--- src/shared/pwr_ctrl_pkg.sv ---
package pwr_ctrl_pkg;

	// Register word offsets on the plain register port (byte addresses).
	localparam logic [7:0] ADDR_CTRL = 8'h00;
	localparam logic [7:0] ADDR_STATUS = 8'h04;
	localparam logic [7:0] ADDR_WAKECFG = 8'h08;

	// Control register bit positions (write-only actions and mode request).
	localparam int CTRL_CPU_RST = 0;
	localparam int CTRL_DEV_RST = 1;
	localparam int CTRL_SUSPEND = 2;
	localparam int CTRL_STANDBY = 3;
	localparam int CTRL_FW_LOADED = 4;

	// Wake configuration bit positions.
	localparam int WCFG_CTS_POL = 0;

	localparam logic WAKECFG_RESET = 1'b0;

	// Soft reset pulses driven to the core stand one cycle more than this.
	localparam int RST_PULSE_CYC = 4;

	// Boot source encodings.
	typedef enum logic [2:0] {
		BOOT_USB = 3'h0,
		BOOT_I2C_USB = 3'h1,
		BOOT_I2C_ONLY = 3'h2,
		BOOT_SPI_USB = 3'h3,
		BOOT_INVALID = 3'h7
	} boot_src_e;

	// Power mode states.
	typedef enum logic [2:0] {
		PM_NORMAL = 3'h0,
		PM_SUSPEND = 3'h1,
		PM_STANDBY = 3'h2,
		PM_WAKE_STBY = 3'h3,
		PM_DEVRST = 3'h4
	} pwr_mode_e;

	// Wake sources as one bundle.
	typedef struct packed {
		logic dpLine;
		logic dmLine;
		logic ssResume;
		logic vbusDet;
		logic ctsLevel;
	} wake_src_s;

	// Clock and power enables driven to the rest of the chip.
	typedef struct packed {
		logic cpuClkEn;
		logic pllEn;
		logic usbPhyEn;
		logic usbXcvrEn;
		logic cpuPwrEn;
		logic ioHold;
	} pwr_ctl_s;

	localparam pwr_ctl_s PWR_NORMAL = 6'b111110;
	localparam pwr_ctl_s PWR_SUSPEND = 6'b001001;
	localparam pwr_ctl_s PWR_STANDBY = 6'b000000;

endpackage

--- src/verilog/pin_sync.sv ---
`timescale 1ns/10ps
module pin_sync #(
	parameter int WIDTH = 1
) (
	input wire logic mclk,
	input wire logic nrst,
	input wire logic [WIDTH-1:0] pinIn,
	output logic [WIDTH-1:0] syncOut
);
	logic [WIDTH-1:0] stage1_q;

	// The first stage is read only by the second, to contain metastability.
	always_ff @(posedge mclk or negedge nrst) begin
		if (!nrst) begin
			stage1_q <= '0;
			syncOut <= '0;
		end else begin
			stage1_q <= pinIn;
			syncOut <= stage1_q;
		end
	end
endmodule

--- src/verilog/power_mode_boot_reset_ctrl.sv ---
`timescale 1ns/10ps
//Contract
// - Boot pins F11 USB, F1F I2C then USB, 1FF I2C only, 0F1 SPI then USB.
// - During hard reset every I/O pin is high impedance.
// - Separate camera receiver reset input resets only that core.
// - Processor soft reset resets only the program counter; firmware kept.
// - Whole-device soft reset behaves exactly as a hard reset; here the boot pins are not sampled again.
// - Normal mode keeps processor clock and PLLs enabled.
// - Suspend keeps USB 3.0 PHY on in U3, all other clocks off.
// - Suspend holds I/O states and retains registers and memories.
// - Wake from suspend, except by reset, resumes without PC reset.
// - Suspend wakes on D+/D- edge, SS resume, VBUS, CTS level, reset.
// - Standby keeps configuration and RAM; buffered data not guaranteed.
// - Standby turns off PLL, USB transceiver and processor power.
// - Wake from standby resets the PC and restarts the processor.
// - Standby entered by register write; exits on VBUS, CTS, reset.
// - After core power-down, firmware and configuration count as lost.
module power_mode_boot_reset_ctrl
	import pwr_ctrl_pkg::*;
(
	input wire logic mclk,
	input wire logic nrst,
	input wire logic [7:0] regAddr,
	input wire logic [31:0] regWdata,
	input wire logic regWr,
	input wire logic regRd,
	output logic [31:0] regRdata,
	input wire logic [2:0] bootPinHigh,
	input wire logic [2:0] bootPinFloat,
	input wire logic camRxRstPin,
	input wire logic dpPin,
	input wire logic dmPin,
	input wire logic ssResumePin,
	input wire logic vbusPin,
	input wire logic ctsPin,
	output logic ioOutEnAllow,
	output logic camRxRst,
	output logic cpuPcRst,
	output logic coreRst,
	output logic fwValid,
	output logic [2:0] bootSrc,
	output logic [2:0] pwrMode,
	output logic cpuClkEn,
	output logic pllEn,
	output logic usbPhyEn,
	output logic usbXcvrEn,
	output logic cpuPwrEn,
	output logic ioHold
);
	logic [2:0] bootHighSync;
	logic [2:0] bootFloatSync;
	logic camRstSync;
	wake_src_s wakeSync;
	wake_src_s wakeLast_q;
	pwr_mode_e mode_q;
	pwr_mode_e mode_d;
	pwr_ctl_s pwrCtl;
	logic ctsPol_q;
	logic bootTaken_q;
	logic [2:0] pulseCnt_q;
	logic suspWake;
	logic stbyWake;
	logic ctsActive;
	logic devRstReq;
	logic cpuRstReq;
	logic wrCtrl;

	// Every pin from outside the clock domain passes two flip-flops.
	pin_sync #(.WIDTH(12)) u_sync (
		.mclk(mclk),
		.nrst(nrst),
		.pinIn({bootPinHigh, bootPinFloat, camRxRstPin, dpPin, dmPin,
			ssResumePin, vbusPin, ctsPin}),
		.syncOut({bootHighSync, bootFloatSync, camRstSync, wakeSync})
	);

	assign wrCtrl = regWr && (regAddr == ADDR_CTRL);
	assign devRstReq = wrCtrl && regWdata[CTRL_DEV_RST];
	assign cpuRstReq = wrCtrl && regWdata[CTRL_CPU_RST];
	assign ctsActive = (wakeSync.ctsLevel == ctsPol_q);

	// Pin edges catch D+/D- transitions in either direction.
	assign suspWake = (wakeSync.dpLine != wakeLast_q.dpLine) ||
		(wakeSync.dmLine != wakeLast_q.dmLine) ||
		wakeSync.ssResume || wakeSync.vbusDet || ctsActive;
	assign stbyWake = wakeSync.vbusDet || ctsActive;

	always_ff @(posedge mclk or negedge nrst) begin
		if (!nrst) begin
			wakeLast_q <= '0;
		end else begin
			wakeLast_q <= wakeSync;
		end
	end

	// Boot pins are decoded from the high and floating senses of each pin.
	// Sampling waits for the synchronisers so the value is settled.
	always_ff @(posedge mclk or negedge nrst) begin
		if (!nrst) begin
			bootTaken_q <= 1'b0;
			bootSrc <= BOOT_INVALID;
		end else if (!bootTaken_q && pulseCnt_q == 3'h0) begin
			bootTaken_q <= 1'b1;
			if (bootFloatSync == 3'b100 && bootHighSync[1:0] == 2'b11) begin
				bootSrc <= BOOT_USB;
			end else if (bootFloatSync == 3'b101 &&
				bootHighSync[1]) begin
				bootSrc <= BOOT_I2C_USB;
			end else if (bootFloatSync == 3'b011 &&
				bootHighSync[2]) begin
				bootSrc <= BOOT_I2C_ONLY;
			end else if (bootFloatSync == 3'b010 &&
				bootHighSync == 3'b001) begin
				bootSrc <= BOOT_SPI_USB;
			end else begin
				bootSrc <= BOOT_INVALID;
			end
		end
	end

	always_comb begin
		mode_d = mode_q;
		case (mode_q)
			PM_NORMAL: begin
				if (devRstReq) begin
					mode_d = PM_DEVRST;
				end else if (wrCtrl && regWdata[CTRL_STANDBY]) begin
					mode_d = PM_STANDBY;
				end else if (wrCtrl && regWdata[CTRL_SUSPEND]) begin
					mode_d = PM_SUSPEND;
				end
			end
			PM_SUSPEND: begin
				if (suspWake) begin
					mode_d = PM_NORMAL;
				end
			end
			PM_STANDBY: begin
				if (stbyWake) begin
					mode_d = PM_WAKE_STBY;
				end
			end
			PM_WAKE_STBY: begin
				if (pulseCnt_q == 3'h0) begin
					mode_d = PM_NORMAL;
				end
			end
			PM_DEVRST: begin
				if (pulseCnt_q == 3'h0) begin
					mode_d = PM_NORMAL;
				end
			end
			default: begin
				mode_d = PM_NORMAL;
			end
		endcase
	end

	always_ff @(posedge mclk or negedge nrst) begin
		if (!nrst) begin
			mode_q <= PM_NORMAL;
		end else begin
			mode_q <= mode_d;
		end
	end

	// One counter times every reset pulse; it starts full after hard reset.
	always_ff @(posedge mclk or negedge nrst) begin
		if (!nrst) begin
			pulseCnt_q <= 3'(RST_PULSE_CYC);
		end else if (mode_q != PM_DEVRST && mode_d == PM_DEVRST) begin
			pulseCnt_q <= 3'(RST_PULSE_CYC);
		end else if (mode_q == PM_STANDBY && mode_d == PM_WAKE_STBY) begin
			pulseCnt_q <= 3'(RST_PULSE_CYC);
		end else if (cpuRstReq && mode_q == PM_NORMAL) begin
			pulseCnt_q <= 3'(RST_PULSE_CYC);
		end else if (pulseCnt_q != 3'h0) begin
			pulseCnt_q <= pulseCnt_q - 3'h1;
		end
	end

	// Core reset covers hard reset and the whole-device soft reset alike.
	always_ff @(posedge mclk or negedge nrst) begin
		if (!nrst) begin
			coreRst <= 1'b1;
			cpuPcRst <= 1'b1;
		end else begin
			coreRst <= (mode_d == PM_DEVRST) ||
				(!bootTaken_q && pulseCnt_q != 3'h0);
			cpuPcRst <= (mode_d == PM_DEVRST) ||
				(mode_d == PM_WAKE_STBY) ||
				(cpuRstReq && mode_q == PM_NORMAL) ||
				(pulseCnt_q != 3'h0 && mode_q == PM_NORMAL);
		end
	end

	// Firmware loaded flag: software sets it; any full reset clears it.
	// A set written in the same cycle as a device reset loses on purpose,
	// since the reload is then mandatory.
	always_ff @(posedge mclk or negedge nrst) begin
		if (!nrst) begin
			fwValid <= 1'b0;
		end else if (mode_d == PM_DEVRST) begin
			fwValid <= 1'b0;
		end else if (wrCtrl && regWdata[CTRL_FW_LOADED]) begin
			fwValid <= 1'b1;
		end
	end

	always_ff @(posedge mclk or negedge nrst) begin
		if (!nrst) begin
			ctsPol_q <= WAKECFG_RESET;
		end else if (mode_d == PM_DEVRST) begin
			ctsPol_q <= WAKECFG_RESET;
		end else if (regWr && regAddr == ADDR_WAKECFG) begin
			ctsPol_q <= regWdata[WCFG_CTS_POL];
		end
	end

	// Camera receiver reset touches nothing but that core.
	always_ff @(posedge mclk or negedge nrst) begin
		if (!nrst) begin
			camRxRst <= 1'b1;
		end else begin
			camRxRst <= camRstSync;
		end
	end

	always_comb begin
		case (mode_d)
			PM_SUSPEND: pwrCtl = PWR_SUSPEND;
			PM_STANDBY: pwrCtl = PWR_STANDBY;
			PM_WAKE_STBY: pwrCtl = PWR_NORMAL;
			default: pwrCtl = PWR_NORMAL;
		endcase
	end

	// Standby keeps GPIO configuration, so pins are not released there.
	always_ff @(posedge mclk or negedge nrst) begin
		if (!nrst) begin
			cpuClkEn <= 1'b0;
			pllEn <= 1'b0;
			usbPhyEn <= 1'b0;
			usbXcvrEn <= 1'b0;
			cpuPwrEn <= 1'b0;
			ioHold <= 1'b0;
			ioOutEnAllow <= 1'b0;
			pwrMode <= 3'(PM_NORMAL);
		end else begin
			cpuClkEn <= pwrCtl.cpuClkEn;
			pllEn <= pwrCtl.pllEn;
			usbPhyEn <= pwrCtl.usbPhyEn;
			usbXcvrEn <= pwrCtl.usbXcvrEn;
			cpuPwrEn <= pwrCtl.cpuPwrEn;
			ioHold <= pwrCtl.ioHold;
			ioOutEnAllow <= (mode_d != PM_DEVRST);
			pwrMode <= 3'(mode_d);
		end
	end

	always_ff @(posedge mclk or negedge nrst) begin
		if (!nrst) begin
			regRdata <= 32'h0;
		end else if (regRd) begin
			if (regAddr == ADDR_STATUS) begin
				regRdata <= {23'h0, fwValid, bootTaken_q,
					bootSrc, 1'b0, 3'(mode_q)};
			end else if (regAddr == ADDR_WAKECFG) begin
				regRdata <= {31'h0, ctsPol_q};
			end else begin
				regRdata <= 32'h0;
			end
		end else begin
			regRdata <= 32'h0;
		end
	end
endmodule

--- config.mk ---
export PLATFORM = sky130hd
export DESIGN_NAME = power_mode_boot_reset_ctrl
export DESIGN_NICKNAME = d
export VERILOG_FILES = /design/src/shared/pwr_ctrl_pkg.sv /design/src/verilog/pin_sync.sv /design/src/verilog/power_mode_boot_reset_ctrl.sv
export SDC_FILE = /design/constraint.sdc
export NUM_CORES = 1
export LEC_CHECK = 0
export ABC_AREA = 1
export BUFFER_PORTS_ARGS = -buffer_cell sky130_fd_sc_hd__buf_2
export CAP_MARGIN = 15
export CORE_MARGIN = 2
export CORE_UTILIZATION = 45
export CTS_CLUSTER_SIZE = 20
export DETAILED_ROUTE_END_ITERATION = 7
export PLACE_DENSITY = 0.79
export SLEW_MARGIN = 15
export SYNTH_ARGS = -nofsm -noshare
export SYNTH_HDL_FRONTEND = slang
export SYNTH_SLANG_ARGS = --single-unit
--- constraint.sdc ---
create_clock -name mclk -period 3.5 [get_ports mclk]
set_input_delay 0.175 -clock mclk [delete_from_list [all_inputs] [get_ports mclk]]
set_output_delay 0.175 -clock mclk [all_outputs]
set_load 0.05 [all_outputs]
Word level (Yosys, flattened, before mapping):

Index checks and enable logic that the tools add are counted.
W data, S select, Z words.

* register bits after elaboration: 80
* output and inout port bits: 49
* logic and storage cells: 101

* $add $sub $neg: 1
* equality and inequality tests: 21
* multiplexer cells: 23
* reductions and logical operators: 35

Operator list (count)
* $mux W3: 14
* $mux W32: 1
* $eq A3 B2 Y1 const B: 6
* $logic_and A1 B1 Y1: 17
* $eq A3 B3 Y1 const B: 4
* $pmux W3 S4: 1
* $pmux W6 S2: 1
* $eq A3 B1 Y1 const B: 3
* $logic_or A1 B1 Y1: 9
* $mux W9: 1
* $eq A8 B3 Y1 const B: 1
* $eq A8 B4 Y1 const B: 1
* $logic_not A8 Y1: 1
* $logic_not A3 Y1: 2
* $ne A3 B3 Y1 const B: 2
* $mux W1: 5
* $reduce_bool A2 Y1: 2
* $reduce_bool A4 Y1: 1
* $reduce_bool A3 Y1: 1
* $sub A3 B1 Y3 const B: 1
* $eq A2 B2 Y1 const B: 1
* $ne A1 B1 Y1: 2
* $reduce_or A2 Y1: 1
* $eq A1 B1 Y1: 1
* $logic_not A1 Y1: 1

Logic depth before layout (Yosys ltp):

Gate-level depths: netlist of the first run.

* depth in word-level cells: 11
* depth in mapped cells: 9
* gate-level depth less buffers: 9

By module:

Synthesis of the first run repeated with hierarchy kept, for this count alone.

* cell total of the unflattened synthesis: 204
* area total of the unflattened synthesis: 2173.3 µm²

Modules (own cells, without submodules)
* power_mode_boot_reset_ctrl: times used 1, cells an instance 180, area an instance 1572.8 µm²
* pin_sync: times used 1, cells an instance 24, area an instance 600.6 µm²

Worst setup path after synthesis of the first run:

No wires, ideal clock.

* kind: reg2reg
* start point: register pwrMode[1] (netlist name)
* end point: register cpuClkEn
* library setup time: 0.074 ns
* arrival time: 1.399 ns
* required time: 3.426 ns
* slack: 2.027 ns
* stages on the path, launching flop included: 7
* buffers on the path: 0
* cell sequence: dfrtp_1 -> inv_1 -> nor2_1 -> nand2_1 -> nor2_1 -> a31oi_2 -> a21oi_2

RTL lines
* end signal, assigned: RTL line power_mode_boot_reset_ctrl.sv:250 `cpuClkEn <= pwrCtl.cpuClkEn;`
* end, declared: RTL line power_mode_boot_reset_ctrl.sv:43 `output logic cpuClkEn,`

==> results of run 1 <==
==> routing by layer <==
layer,track usage [%],up-vias
li1,-,702
met1,14.5,658
met2,23.9,42
met3,5.52,4
met4,5.14,0
met5,0,-
==> where the power goes <==
group | total, mW | switching, mW | internal (mW)
Sequential | 0.737 | 0.0388 | 0.699
Combinational | 0.616 | 0.458 | 0.159
Clock | 0.354 | 0.176 | 0.179
Total | 1.71 | 0.672 | 1.04
==> path summary, 6_finish.rpt <==
path                            cells after the start           endpoint  slack (ns)          startpoint
worst max-delay path                                7           usbPhyEn        1.87       pulseCnt_q[0]
worst min-delay path                                3            fwValid        0.13         regWdata[4]
worst max register to register                      7           usbPhyEn        1.87       pulseCnt_q[0]
worst min register to register                      0  u_sync.syncOut[6]        0.35  u_sync.stage1_q[6]
max in group asynchronous                           2      pulseCnt_q[0]        2.65                nrst
min in group asynchronous                           2        regRdata[5]        0.44                nrst
==> area by class of cell <==
type	count	area, um2	area share (%)
Clock buffer	7	96.3	3.74
Clock inverter	1	5.00	0.194
Tap cell	54	67.6	2.62
Timing Repair Buffer	66	398	15.4
Multi-Input combinational cell	115	594	23.0
Sequential cell	53	1340	51.8
Inverter	22	82.6	3.20
==> through the flow <==
step / hold WS [ns] / instance area, um2 / total power [mW]
after floorplan: -0.121 / 2210 / 1.27
after global placement: 0.284 / 2340 / 1.34
after detailed placement: 0.284 / 2340 / 1.36
after CTS: 0.114 / 2570 / 1.72
after global routing: 0.117 / 2580 / 1.82
final: 0.125 / 2580 / 1.71
==> worst reg2reg max path: stages, from the launching register on <==
cell	delay [ns]
dfrtp_1	0.39
inv_1	0.10
ha_1	0.15
inv_1	0.04
nor2_1	0.25
inv_2	0.15
a31oi_2	0.29
nand4_1	0.14
==> logic make-up (layout without fill, tap and decap cells) <==
logic type / after synthesis / after routing / share of synthesized area [%]
xor+xnor: 4 / 4 / 1.65
compound gates: 12 / 12 / 3.59
fa+ha+maj: 2 / 2 / 1.18
other cells: 1 / 24 / 0.176
flops: 53 / 53 / 62.7
simple gates: 73 / 73 / 17.3
buf+inv: 49 / 96 / 13.4
==> cell usage after synthesis, types with 3 or more instances <==
library cell	instances
xnor2_1	4
nand4_1	4
inv_1	17
nand3_1	14
buf_4	27
nand2_1	22
dfrtp_1	46
dfstp_2	7
a21oi_1	4
o21ai_0	3
nand3_2	3
nor2_1	21
inv_2	4
==> repair_timing <==
item,CTS,global route
hold buffers,12,1
endpoints found under the hold margin,12,46
setup buffers,0,0
==> flip-flops by register name, summed over array words and instances (netlist names) <==
signal / flops
cpuPcRst: 1
pulseCnt_q: 3
cpuClkEn: 1
fwValid: 1
ioOutEnAllow: 1
u_sync.syncOut: 12
camRxRst: 1
ctsPol_q: 1
regRdata: 8
coreRst: 1
ioHold: 1
pwrMode: 3
wakeLast_q: 2
usbPhyEn: 1
bootSrc: 3
bootTaken_q: 1
u_sync.stage1_q: 12
==> results.py, run 1 <==
metrics = {
    "outcome": {
        "status": "completed",
    },
    "clock_tree": {
        "cts_tree": "built",
        "clkSinkCount": 53,
        "cts_buffer_depth": 2,
        "cts_resized": 0,
        "clkLatencyLatePin_ns": 0.29,
        "clk_pin_slew_ns": 0.08,
        "cts_made_buffers": 5,
        "htreeDepth": 2,
        "clockRootBuffer": "clkbuf_8",
    },
    "power": {
        "max-vdd-ir-drop_mv": 0.417,
        "p_leak_nw": 1.35,
        "p_per_area_mw_per_mm2": 662,
    },
    "die": {
        "ios": 105,
        "rows": 25,
        "initial_core_util_pct": 46.0,
        "core-area_mm2": 0.00463,
        "die_y_um": 72.8,
        "dieWidth_um": 72.8,
        "dieArea_mm2": 0.00530,
    },
    "sta": {
        "clock_skew_ns": 0.00655,
        "setup_violations": 0,
        "setup-tns-final_ns": 0,
        "finalCritPeriodShare_pct": 46.5,
        "relSlewSlack_pct": 58.6,
        "clock.fmax_ghz": 0.614,
        "finalHoldViolCount": 0,
        "setup_ws_ns": 1.87,
        "tightest_slew_ns": 0.622,
        "slew_viol_final": 0,
        "fin_crit_ns": 1.63,
        "rsz0062_at_grt": "no",
    },
    "synthesis": {
        "yosys-top-cells-area": "dfrtp_1 54%, buf_4 9.5%, dfstp_2 8.6%",
        "synth_edf_count": 0,
        "synthesis.area_mm2": 0.00213,
        "synth_top_cell_by_area": "dfrtp_1",
        "ys_ff_latch": 53,
        "async_flop_share_pct": 100,
        "synth.distinct_cells": 28,
        "syn_inst": 194,
        "syn-mean-instance-area_um2": 11.0,
        "synth_top_area_share_pct": 54.1,
        "ys_warn_count": 0,
        "synth_flop_cell": "dfrtp_1",
        "yosysSeqAreaShare_pct": 62.7,
    },
    "grt": {
        "grt.overflow.total": 0,
        "grt_pass1_wl_mm": 5.41,
        "grt_util_all_layers_pct": 13.6,
        "antenna_found_initial": 0,
        "grt_max_degree": 54,
        "grt_pass1_vias": 1277,
    },
    "finish": {
        "stdcell_count": 318,
        "drive_above_1_share_pct": 31.8,
        "n_antenna_cell": 0,
        "syn2layout_area_growth_pct": 21.2,
        "nets": 321,
        "fin_util_pct": 55.7,
        "most-common-layout-cells": "52 x buf_2, 46 x dfrtp_1, 24 x conb_1, 22 x nand2_1, 21 x nor2_1",
        "fill_cells": 418,
        "mostFrequentLayoutCell": "buf_2",
    },
    "detailed_routing": {
        "drt-met1-wl_mm": 1.31,
        "ant_nets": 0,
        "met2_length_mm": 1.84,
        "viasPerCell": 4.42,
        "dr.max_layer_used": "met4",
        "dr.pass1.iters": 4,
        "remaining_drc_errors": 0,
        "wl_mm": 3.35,
        "dr_wl_met3_um": 163,
        "first_iter_violations": 78,
        "route.detailed.wl_per_inst_um": 10.5,
        "num_vias": 1406,
    },
    "min_path": {
        "min_path_type": "in -> reg",
    },
    "worst_setup_path": {
        "critPathMaxFanout": 8,
        "cp-start-kind": "register",
        "crit_arrival_ns": 1.79,
        "cp_cell_sequence": "inv_1, ha_1, inv_1, nor2_1, inv_2, a31oi_2, nand4_1",
        "end_kind": "register",
        "cpMostUsedCell": "inv_1",
        "worstPathRequired_ns": 3.66,
        "crit_buf_inv": 3,
        "worstSetupPathType": "reg -> reg",
        "slowest_delay_ns": 0.39,
        "critPathSlowestCell": "dfrtp_1",
        "cpLargestDelayFamily": "flip-flops",
    },
    "place": {
        "dp.cells": 297,
        "port_buffers": 53,
        "hpwlAfterDp_mm": 2.47,
        "dpl_worst_slack_ns": 1.90,
        "place_congestion": 0.827,
    },
    "flow_run": {
        "maxCapViolations": 0,
    },
}
(Power assumes the default switching activity.)
==> run 2, diff against run 1 <==
--- a/config.mk
+++ b/config.mk
@@ -5,7 +5,7 @@
 export SDC_FILE = /design/constraint.sdc
 export NUM_CORES = 1
 export LEC_CHECK = 0
-export ABC_AREA = 1
+export ABC_AREA = 0
 export BUFFER_PORTS_ARGS = -buffer_cell sky130_fd_sc_hd__buf_2
 export CAP_MARGIN = 15
 export CORE_MARGIN = 2
==> constraint.sdc (replaced) <==
create_clock -name mclk -period 1.65 [get_ports mclk]
set_input_delay 0.0825 -clock mclk [delete_from_list [all_inputs] [get_ports mclk]]
set_output_delay 0.0825 -clock mclk [all_outputs]
set_load 0.05 [all_outputs]
==> results.py, run 2 <==
metrics = {
    "outcome": {
        "status": "completed",
    },
    "worst_setup_path": {
        "critPathMaxFanout": 2,
        "worstRegToRegCells": 4,
        "end_kind": "register",
        "slowest_delay_ns": 0.53,
        "crit_arrival_ns": 1.78,
        "crit_buf_inv": 0,
        "critPathSlowestCell": "or4b_4",
        "worstSetupPathType": "reg -> reg",
        "reg2reg_setup_slack_ns": 0.10,
        "r2r_end": "pwrMode[0]",
        "rr_startpoint": "pwrMode[2]",
        "cp_cell_sequence": "nor4b_2, nand4_1, or4b_4, o211ai_2",
        "cp-start-kind": "register",
        "worstPathRequired_ns": 1.88,
        "cpLargestDelayFamily": "simple AND/OR/NAND/NOR gates",
    },
    "place": {
        "dp.cells": 275,
        "hpwlAfterDp_mm": 2.70,
        "place_congestion": 0.752,
        "port_buffers": 53,
    },
    "clock_tree": {
        "post_cts_buffers": 0,
        "htreeDepth": 2,
        "clockRootBuffer": "clkbuf_8",
        "clk_pin_slew_ns": 0.09,
        "clkSinkCount": 53,
        "postCtsHoldBufs": 13,
        "cts_made_buffers": 5,
        "cts_tree": "built",
        "cts_buffer_depth": 2,
        "cts_resized": 0,
        "clkLatencyLatePin_ns": 0.31,
    },
    "finish": {
        "syn2layout_area_growth_pct": 23.3,
        "n_antenna_cell": 0,
        "drive_above_1_share_pct": 34.0,
        "most-common-layout-cells": "53 x buf_2, 44 x dfrtp_1, 24 x conb_1, 13 x nor2_1, 13 x dlygate4sd3_1",
        "reg_top3": "u_sync.stage1_q: 12 flops, u_sync.syncOut: 12 flops, regRdata: 8 flops",
        "mostFrequentLayoutCell": "buf_2",
        "stdcell_count": 296,
        "nets": 301,
    },
    "synthesis": {
        "synth.top_cells.by_count": "46 x dfrtp_1, 28 x buf_4, 13 x nor2_1, 10 x and2_1, 7 x dfstp_2",
        "synth.distinct_cells": 41,
        "ys_ff_latch": 53,
        "synth.most_common_cell": "dfrtp_1",
        "ys_warn_count": 0,
        "synth_top_area_share_pct": 54.2,
        "synthesis.area_mm2": 0.00212,
        "async_flop_share_pct": 100,
        "synth_flop_cell": "dfrtp_1",
        "yosys-top-cells-area": "dfrtp_1 54%, buf_4 9.9%, dfstp_2 8.7%",
        "synth_edf_count": 0,
        "yosysSeqAreaShare_pct": 62.9,
        "syn-mean-instance-area_um2": 12.7,
        "synth_top_cell_by_area": "dfrtp_1",
        "syn_inst": 167,
    },
    "detailed_routing": {
        "num_vias": 1402,
        "viasPerCell": 4.74,
        "remaining_drc_errors": 0,
        "ant_nets": 0,
        "wl_mm": 3.67,
        "route.detailed.wl_per_inst_um": 12.4,
        "dr.pass1.iters": 4,
        "first_iter_violations": 58,
    },
    "power": {
        "max-vdd-ir-drop_mv": 0.529,
        "p_per_area_mw_per_mm2": 1050,
        "p_leak_nw": 1.29,
    },
    "sta": {
        "fin_crit_ns": 1.55,
        "clock.fmax_ghz": 0.647,
        "finalHoldViolCount": 0,
        "finalCritPeriodShare_pct": 93.7,
        "setup-tns-final_ns": 0,
        "setup_violations": 0,
        "clock_skew_ns": 0.00963,
        "rsz0062_at_grt": "no",
        "slew_viol_final": 0,
    },
    "die": {
        "dieWidth_um": 72.7,
        "rows": 24,
        "die_y_um": 72.7,
        "ios": 105,
        "dieArea_mm2": 0.00528,
        "initial_core_util_pct": 47.7,
        "core-area_mm2": 0.00444,
    },
    "flow_run": {
        "maxCapViolations": 0,
    },
    "min_path": {
        "hold_depth": 2,
        "whs_endpoint": "usbPhyEn",
        "min-delay-start": "regWdata[3]",
        "min_path_type": "in -> reg",
    },
    "grt": {
        "grt_util_all_layers_pct": 14.9,
        "antenna_found_initial": 0,
        "grt_max_degree": 25,
        "grt_pass1_vias": 1301,
        "grt_pass1_wl_mm": 5.87,
        "grt.overflow.total": 0,
    },
}
-- run 2: cell count changes after synthesis, moves of 3 or more --
cell,change
and2_1,+10
inv_1,-13
inv_2,-4
nand2_1,-16
nand2b_1,+3
nand3_1,-13
nand3_2,-3
nor2_1,-8
nor2b_1,+5
nor4b_1,+3
-- run 2: logic make-up after synthesis --
family,count (synthesis),synth area share (%)
AO/OA/AOI/OAI,20,6.96
XOR/XNOR,4,1.65
adder cells (fa/ha/maj),2,1.18
buffers and inverters,32,10.6
flip-flops,53,62.9
multiplexers,1,0.472
other,1,0.177
AND/OR/NAND/NOR,54,16.0
-- run 2: final cells by class --
class,count,area (um2)
fillers,380,1830
flip-flops and latches,53,1340
multi-input cells,105,648
repair buffers,74,468
clock buffers,7,76.3
well taps,52,65.1
inverters,4,15.0
clock inverters,1,7.51
-- run 2: layer usage --
metal  wire (um)  track usage [%]  up-vias
met3         208             3.04       12
li1            -                -      668
met1        1560             18.1      659
met4         127             9.26        0
met2        1770             24.2       63
met5           0                0        -
-- run 2: worst max-delay path by stage --
stage	startpoint	slack, ns	cells after the start	end
after floorplan	pwrMode[0]	0.007	5	pwrMode[0]
after global placement	pwrMode[2]	0.15	4	pwrMode[0]
after detailed placement	pwrMode[2]	0.12	5	pulseCnt_q[1]
after CTS	pwrMode[2]	0.11	5	pulseCnt_q[1]
after global routing	pwrMode[2]	0.04	5	pulseCnt_q[1]
final	pwrMode[2]	0.10	4	pwrMode[0]
-- run 2: worst register-to-register path, stage by stage (launching register included) --
cell and delay [ns]:
dfrtp_2 0.41, nor4b_2 0.27, nand4_1 0.20, or4b_4 0.53
o211ai_2 0.08
-- run 2: where the power goes --
part | internal, mW | switching [mW]
logic | 0.196 | 0.391
clock network | 0.301 | 0.399
registers | 1.41 | 0.0416
-- run 2: per-stage QoR --
step	utilization, %	hold slack (ns)	instance area, um2	power (mW)	setup WS (ns)
floorplan	-	-0.213	2210	1.93	0.00664
finish	58.9	0.0165	2620	2.74	0.103
global placement	54.1	-0.0592	2400	2.03	0.152
CTS	58.9	0.0167	2620	2.76	0.105
global route	58.9	0.0273	2620	2.88	0.0439
detailed placement	54.1	-0.0543	2400	2.05	0.116
